### src/hdl/flt_pkg.sv
// package: register map, field positions, reset values for fifo level regs
package flt_pkg;
  // ----------------------------------------------------------------
  // register map (byte addresses, one 32-bit word per register)
  // ----------------------------------------------------------------
  localparam logic [7:0] IDX_LEVEL = 8'h00;
  localparam logic [7:0] IDX_FEATURE = 8'h01;
  localparam logic [7:0] IDX_LINE_CTRL = 8'h03;
  localparam logic [9:0] ADDR_LEVEL = 10'h000;
  localparam logic [9:0] ADDR_FEATURE = 10'h004;
  localparam logic [9:0] ADDR_LINE_CTRL = 10'h00c;
  localparam logic [9:0] ADDR_RX_COUNT = 10'h010;
  localparam logic [9:0] ADDR_TX_COUNT = 10'h014;
  localparam logic [9:0] ADDR_TRIG_STAT = 10'h018;
  // ----------------------------------------------------------------
  // values and fields
  // ----------------------------------------------------------------
  localparam logic [7:0] ENHANCED_KEY = 8'hbf;
  localparam logic [7:0] LEVEL_RST = 8'h00;
  localparam logic [7:0] FEATURE_RST = 8'h20;
  localparam logic [7:0] LINE_CTRL_RST = 8'h00;
  localparam logic [6:0] TRIG_RST = 7'h00;
  localparam logic [6:0] TRIG_MAX = 7'h40;
  localparam int SEL_BIT = 7;
  localparam int TABLE_LSB = 4;
  localparam int TABLE_MSB = 5;
  localparam logic [7:0] FEATURE_RW_MASK = 8'h30;
  localparam logic [31:0] UNMAPPED_DATA = 32'h0000_0000;
endpackage

### src/hdl/flt_read_pulse.sv
// module: one read answer per request, waitrequest cycle generator
`timescale 1ns/1ns
module flt_read_pulse (
  input wire logic ref_clk,
  input wire logic rst,
  input wire logic req,
  output logic waitrequest,
  output logic accept
);
  // ----------------------------------------------------------------
  // state
  // ----------------------------------------------------------------
  typedef struct packed {
    logic busy;
  } flt_rp_state_t;

  flt_rp_state_t st_r;
  flt_rp_state_t st_nxt;

  // one wait cycle, then accept: gives registered read data time to form
  always_comb begin
    st_nxt = st_r;
    if (req && !st_r.busy) begin
      st_nxt.busy = 1'b1;
    end else begin
      st_nxt.busy = 1'b0;
    end
  end

  always_ff @(posedge ref_clk or posedge rst) begin
    if (rst) begin
      st_r <= '0;
    end else begin
      st_r <= st_nxt;
    end
  end

  assign accept = req && st_r.busy;
  assign waitrequest = req && !st_r.busy;
endmodule

### src/hdl/flt_regs.sv
// module: enhanced fifo trigger and level count registers, avalon slave
// ----------------------------------------------------------------
// ----------------------------------------------------------------
`timescale 1ns/1ns
module flt_regs #(
  parameter int CNT_W = 7
) (
  input wire logic ref_clk,
  input wire logic rst,
  input wire logic [9:0] address,
  input wire logic read,
  input wire logic write,
  input wire logic [31:0] writedata,
  input wire logic [3:0] byteenable,
  output logic [31:0] readdata,
  output logic waitrequest,
  input wire logic [CNT_W-1:0] rx_count,
  input wire logic [CNT_W-1:0] tx_count,
  output logic [6:0] receive_trigger_level,
  output logic [6:0] transmit_trigger_level,
  output logic [1:0] trigger_table
);
  // ----------------------------------------------------------------
  // state
  // ----------------------------------------------------------------
  typedef struct packed {
    logic [7:0] line_control;
    logic [7:0] feature_control;
    logic [6:0] rx_trig;
    logic [6:0] tx_trig;
    logic sel_tx;
    logic [31:0] rdata;
  } flt_state_t;

  flt_state_t st_r;
  flt_state_t st_nxt;
  logic rd_accept;
  logic enhanced;
  logic lane0;
  logic [7:0] level_view;

  // reads take one wait cycle; writes complete in the request cycle
  flt_read_pulse u_rp (
    .ref_clk(ref_clk),
    .rst(rst),
    .req(read),
    .waitrequest(waitrequest),
    .accept(rd_accept)
  );

  assign enhanced = (st_r.line_control == flt_pkg::ENHANCED_KEY);
  assign lane0 = byteenable[0];
  // counts come from logic on the same clock, so no synchroniser
  assign level_view = st_r.sel_tx ? {1'b1, tx_count}
                                  : {1'b0, rx_count};

  // ----------------------------------------------------------------
  // next state
  // ----------------------------------------------------------------
  // read data is registered in the wait cycle, presented on accept
  always_comb begin
    st_nxt = st_r;
    if (write && lane0) begin
      case (address)
        flt_pkg::ADDR_LINE_CTRL: begin
          st_nxt.line_control = writedata[7:0];
        end
        flt_pkg::ADDR_LEVEL: begin
          if (enhanced) begin
            if (writedata[flt_pkg::SEL_BIT]) begin
              st_nxt.tx_trig = writedata[6:0];
            end else begin
              st_nxt.rx_trig = writedata[6:0];
            end
          end
        end
        flt_pkg::ADDR_FEATURE: begin
          if (enhanced) begin
            // reserved 7:6 and other bits keep their value
            st_nxt.feature_control =
              (st_r.feature_control & ~flt_pkg::FEATURE_RW_MASK) |
              (writedata[7:0] & flt_pkg::FEATURE_RW_MASK);
          end
        end
        default: begin
        end
      endcase
    end
    if (read && !rd_accept) begin
      case (address)
        flt_pkg::ADDR_LEVEL: begin
          st_nxt.rdata = enhanced ? {24'h000000, level_view}
                                  : flt_pkg::UNMAPPED_DATA;
        end
        flt_pkg::ADDR_FEATURE: begin
          st_nxt.rdata = enhanced ? {24'h000000, st_r.feature_control}
                                  : flt_pkg::UNMAPPED_DATA;
        end
        flt_pkg::ADDR_LINE_CTRL: begin
          st_nxt.rdata = {24'h000000, st_r.line_control};
        end
        flt_pkg::ADDR_RX_COUNT: begin
          st_nxt.rdata = {25'h0000000, rx_count};
        end
        flt_pkg::ADDR_TX_COUNT: begin
          st_nxt.rdata = {25'h0000000, tx_count};
        end
        flt_pkg::ADDR_TRIG_STAT: begin
          st_nxt.rdata = {17'h00000, st_r.tx_trig, 1'b0, st_r.rx_trig};
        end
        default: begin
          st_nxt.rdata = flt_pkg::UNMAPPED_DATA;
        end
      endcase
    end
    // toggle once per completed level read, not per wait cycle
    if (rd_accept && enhanced && address == flt_pkg::ADDR_LEVEL) begin
      st_nxt.sel_tx = ~st_r.sel_tx;
    end
  end

  // ----------------------------------------------------------------
  // registers
  // ----------------------------------------------------------------
  always_ff @(posedge ref_clk or posedge rst) begin
    if (rst) begin
      st_r.line_control <= flt_pkg::LINE_CTRL_RST;
      st_r.feature_control <= flt_pkg::FEATURE_RST;
      st_r.rx_trig <= flt_pkg::TRIG_RST;
      st_r.tx_trig <= flt_pkg::TRIG_RST;
      st_r.sel_tx <= flt_pkg::LEVEL_RST[7];
      st_r.rdata <= flt_pkg::UNMAPPED_DATA;
    end else begin
      st_r <= st_nxt;
    end
  end

  assign readdata = st_r.rdata;
  assign receive_trigger_level = st_r.rx_trig;
  assign transmit_trigger_level = st_r.tx_trig;
  assign trigger_table =
    st_r.feature_control[flt_pkg::TABLE_MSB:flt_pkg::TABLE_LSB];
endmodule

### config.mk
export PLATFORM = sky130hd
export DESIGN_NAME = flt_regs
export DESIGN_NICKNAME = d
export VERILOG_FILES = /design/src/hdl/flt_pkg.sv /design/src/hdl/flt_read_pulse.sv /design/src/hdl/flt_regs.sv
export SDC_FILE = /design/constraint.sdc
export NUM_CORES = 1
export LEC_CHECK = 0
export BUFFER_PORTS_ARGS = -buffer_cell sky130_fd_sc_hd__buf_2
export CAP_MARGIN = 0
export CORE_UTILIZATION = 46
export CTS_CLUSTER_SIZE = 16
export DETAILED_ROUTE_END_ITERATION = 7
export GPL_ROUTABILITY_DRIVEN = 0
export PLACE_DENSITY = 0.85
export SLEW_MARGIN = 20
export SYNTH_ARGS = -nofsm -noshare
export SYNTH_HDL_FRONTEND = slang
export SYNTH_SLANG_ARGS = --single-unit
### constraint.sdc
create_clock -name ref_clk -period 1.8 [get_ports ref_clk]
set_input_delay 0.36 -clock ref_clk [delete_from_list [all_inputs] [get_ports ref_clk]]
set_output_delay 0.36 -clock ref_clk [all_outputs]
set_load 0.05 [all_outputs]
# ---- Yosys cells after proc, flatten, opt, wreduce, memory -nomap -nowiden
# Index checks and enable logic that the tools add are counted.
dict set report totals {
  in_bits 64
  output_inout_bits 49
  elab_cells 34
  ff_bits 64
}
dict set report classes {
  n_mux 5
  n_eq_ne 6
  n_reduce_logical 13
  bitwise 3
}
# operator n
set ops {}
lappend ops {{case mux 15 bit (6 select lines)} 1}
lappend ops {{equality test 10 x 5 -> 1 bit, second input constant} 3}
lappend ops {{2-to-1 mux 8 bit} 3}
lappend ops {{equality test 10 x 3 -> 1 bit, second input constant} 1}
lappend ops {{equality test 10 x 4 -> 1 bit, second input constant} 1}
lappend ops {{logical NOT 10 bit} 1}
lappend ops {{equality test 8 bit, second input constant} 1}
lappend ops {{OR 8 x 6 -> 8 bit} 1}
lappend ops {{AND reduction 4 bit} 2}
lappend ops {{logical AND 1 bit} 6}
lappend ops {{AND reduction 3 bit} 1}
lappend ops {{logical NOT 1 bit} 2}
lappend ops {{NOT 1 bit} 2}
lappend ops {{AND reduction 2 bit} 1}
lappend ops {{2-to-1 mux 1 bit} 1}

# ---- Logic depth before layout (Yosys ltp)
dict set report logic_depth {
  word_depth 3
  depth_mapped 6
  mapped_depth_nobuf 5
}

# ---- Modules after synthesis
# A second synthesis with hierarchy kept.
dict set report hier_totals {
  hier_cells 214
  area_unflattened_um2 2438.6
}
# mod area_per_inst_um2 seq_area_each_um2 cells_each instances
set by_module_without_submodules {}
lappend by_module_without_submodules {flt_regs 2393.5 1002.2 210 1}
lappend by_module_without_submodules {flt_read_pulse 45.0 25.0 4 1}

# ---- Worst setup path after synthesis
# Ideal clock, no wire load.
dict set report synth_path {
  path_kind {in2reg}
  from {input address[5]}
  to {register st_r (netlist bit receive_trigger_level[0])}
  setup_ps 125
  n_path_buf 0
  cell_stages 5
  t_arrival_ps 2343
  required_time_ps 1675
  slack_ps -668
  path_cell_list {or4_4 -> or4b_4 -> nor3_4 -> nand4b_2 -> mux2_2}
}
dict set report synth_via {
  elab_chain_cells 2
}
# element line
set synth_lines {}
lappend synth_lines {{start, declared} flt_regs.sv:10} ;# input wire logic [9:0] address,
lappend synth_lines {{logical NOT 10 bit} flt_regs.sv:64} ;# case (address)
lappend synth_lines {{AND reduction 4 bit (no line)} n/a}
lappend synth_lines {{end signal, assigned} flt_regs.sv:134} ;# st_r <= st_nxt;
lappend synth_lines {{end, declared} flt_regs.sv:35} ;# flt_state_t st_r;
# Every way passes these cells.
# A chain may end at the register's enable or synchronous reset.

# ---- Worst setup path after layout
dict set report layout_path {
  from {input address[5]}
  to {register st_r (netlist bit receive_trigger_level[6])}
}
# The elaborated chain is that of the path after synthesis.

==> out/qor.csv <==
metric;value;unit
status;complete, but fails checks;
failing checks;setup timing;
class of the worst hold path;in -> async;
antenna violations before repair;0;
DPL Wire Length;4140;microns
gr usage total;23.5;%
Max Clock Freq;449;MHz
min Tclk post-route;2.22;ns
Mapped Avg Cell Area;10.9;sq um
max cap viols;0;
CTS hold repair buffers;0;
Min Hold Slack;0.186;ns
I/O Buffers;68;
flops & latches, synth;41;
Post-synth EDFFs;0;
WL/cell;17.3;microns
TritonCTS Buffers;5;
DRC;0;
cell accounting for the most synthesized area;dfrtp_1;
Slew @ Worst Pin;0.515;ns
clk sinks;41;
Clock Skews;0.00987;ns
total number of vias;1896;
Clock Root Buffer;clkbuf_8;
largest net degree at the start of global routing;42;
crit start category;primary input;
Layout area overhead;23.9;%
most frequent cells in the layout;67 x buf_2, 40 x dfrtp_1, 28 x mux2_2, 23 x buf_4, 17 x conb_1;
count of final setup violators;31;
max-slew violation count;0;
# diodes;0;
Req. time, crit path;1.98;ns
final wirelength;5980;microns
PwrDens;706;nW/um^2
depth of the CTS H-tree;2;
core area;4820;sq um
async set-or-reset flop fraction in the synthesized netlist;100;%
RSZ-0062 raised after global routing;true;
first-pass GRT wire length;9270;microns
Syn. warnings;0;
top cell type's share of synthesized area;42.9;%
Antenna Violating Nets Remaining;0;
Final Util;60.1;%
die area;5360;sq um
slew margin rel.;65.7;%
Lkg Pwr;1.54;nW
fin worst setup slack;-0.425;ns
nets@finish;342;
Starting Density;48.5;%
ys flop type;dfrtp_1;
Setup crit end kind;flip-flop;
sequential area share after synthesis;44.0;%
vias in the first global route;1874;
CTS tree;done;
grt ovf;0;
layout cell share with drive strength beyond 1;54.5;%
CP arrival;2.40;ns
final hold vios;0;
site row count;25;
Synth area leaders;dfrtp_1 43%, buf_4 16%, mux2_2 14%, a22o_1 3.4%, nand2_1 2.1%;
Die X;73.2;microns
drt first pass iters;4;
critical path peak fanout;7;
initial drt markers;165;
fin crit share;124;%
Max rail drop VDD;0.000688;V
post-DR vias/cell;5.48;
Synth Instances;215;
kind of critical path;in -> reg;
post-synth cell types;39;
most common cell after layout, fill and taps aside;buf_2;
CTS Buffer Depth;2;
Mapped Area;2330;sq um
Ports;113;
Worst-path clk slew;0.07;ns
Die Span Y;73.2;microns
DP Worst Slack;-0.768;ns
Clk Latency, worst-skew pair;0.30;ns
==> state kept, by name (all words and copies together), names as in the netlist <==
register / flops
transmit_trigger_level: 7
readdata: 15
u_rp.st_r: 1
trigger_table: 2
st_r: 9
receive_trigger_level: 7
==> layout make-up <==
class | instances | area [sq um]
clock inverters | 2 | 38.8
multi-input cells | 133 | 1110
inverters | 4 | 15.0
repair buffers | 93 | 542
clock buffers | 6 | 72.6
flip-flops and latches | 41 | 1030
well taps | 67 | 83.8
fillers | 391 | 1920
==> synth_stat cells (2+ instances only) <==
cell type  number
a31oi_1         6
nand4_1         3
a22oi_1         3
a21oi_1         5
dfrtp_1        40
nor4_1          4
mux2_2         29
nand2_1        13
and3_1          4
nor2_1         11
buf_4          49
clkbuf_1        3
inv_1           3
a221o_1         3
o21ai_0         3
mux2i_1         2
nand2b_1        3
a22o_1          9
a2bb2oi_1       2
==> stage by stage <==
stage	area [sq um]	total power [mW]	setup TNS (ns)	instances
after floorplan	2410	1.23	-18.43	231
after global placement	2620	1.28	-20.26	336
after detailed placement	2620	1.29	-21.69	336
after CTS	2870	2.05	-8.20	347
after global routing	2890	2.13	-10.88	346
final	2890	2.04	-10.02	346
==> metal layers <==
layer / share of wire [%] / global-route usage [%]
met5: 0 / 0
met4: 1.5 / 6.75
met3: 7.5 / 4.70
met2: 51 / 39.6
met1: 40 / 30.6
==> report_power, final <==
part | internal [mW] | switching [mW]
logic | 0.0979 | 0.254
registers | 0.937 | 0.0111
clock network | 0.416 | 0.326
total | 1.45 | 0.591
==> worst max-delay path: stages <==
cell and delay [ns]:
buf_6 0.09, or4_4 0.52, or4b_4 0.57, nor3_4 0.33
nand4b_4 0.22, mux2_2 0.32
==> cell families after synthesis <==
group / after synthesis / share of synthesized area, %
mux: 31 / 14.8
xor+xnor: 1 / 0.375
flops: 41 / 44.0
simple gates: 51 / 13.1
other cells: 1 / 0.161
buf+inv: 57 / 17.1
compound gates: 33 / 10.4
==> worst paths after layout <==
path | start | endpoint | slack [ns] | depth (start not counted)
max | address[5] | receive_trigger_level[6]$_DFFE_PP0P_ | -0.42 | 6
min | rst | transmit_trigger_level[6]$_DFFE_PP0P_ | 0.19 | 3
max reg2reg | st_r[61]$_DFFE_PP0P_ | receive_trigger_level[6]$_DFFE_PP0P_ | -0.03 | 5
min reg2reg | readdata[7]$_DFFE_PP0P_ | readdata[7]$_DFFE_PP0P_ | 0.49 | 2
max in group asynchronous | rst | trigger_table[1]$_DFFE_PP1P_ | 1.25 | 3
min in group ref_clk | tx_count[3] | readdata[3]$_DFFE_PP0P_ | 0.31 | 3
==> repair_timing <==
item / in CTS / in global routing
pin swaps: 11 / 10
gates resized for setup: 22 / 8
buffers inserted: 3 / 2
setup endpoints to repair: 33 / 32
Note: power is estimated with default switching activity, not from simulation.
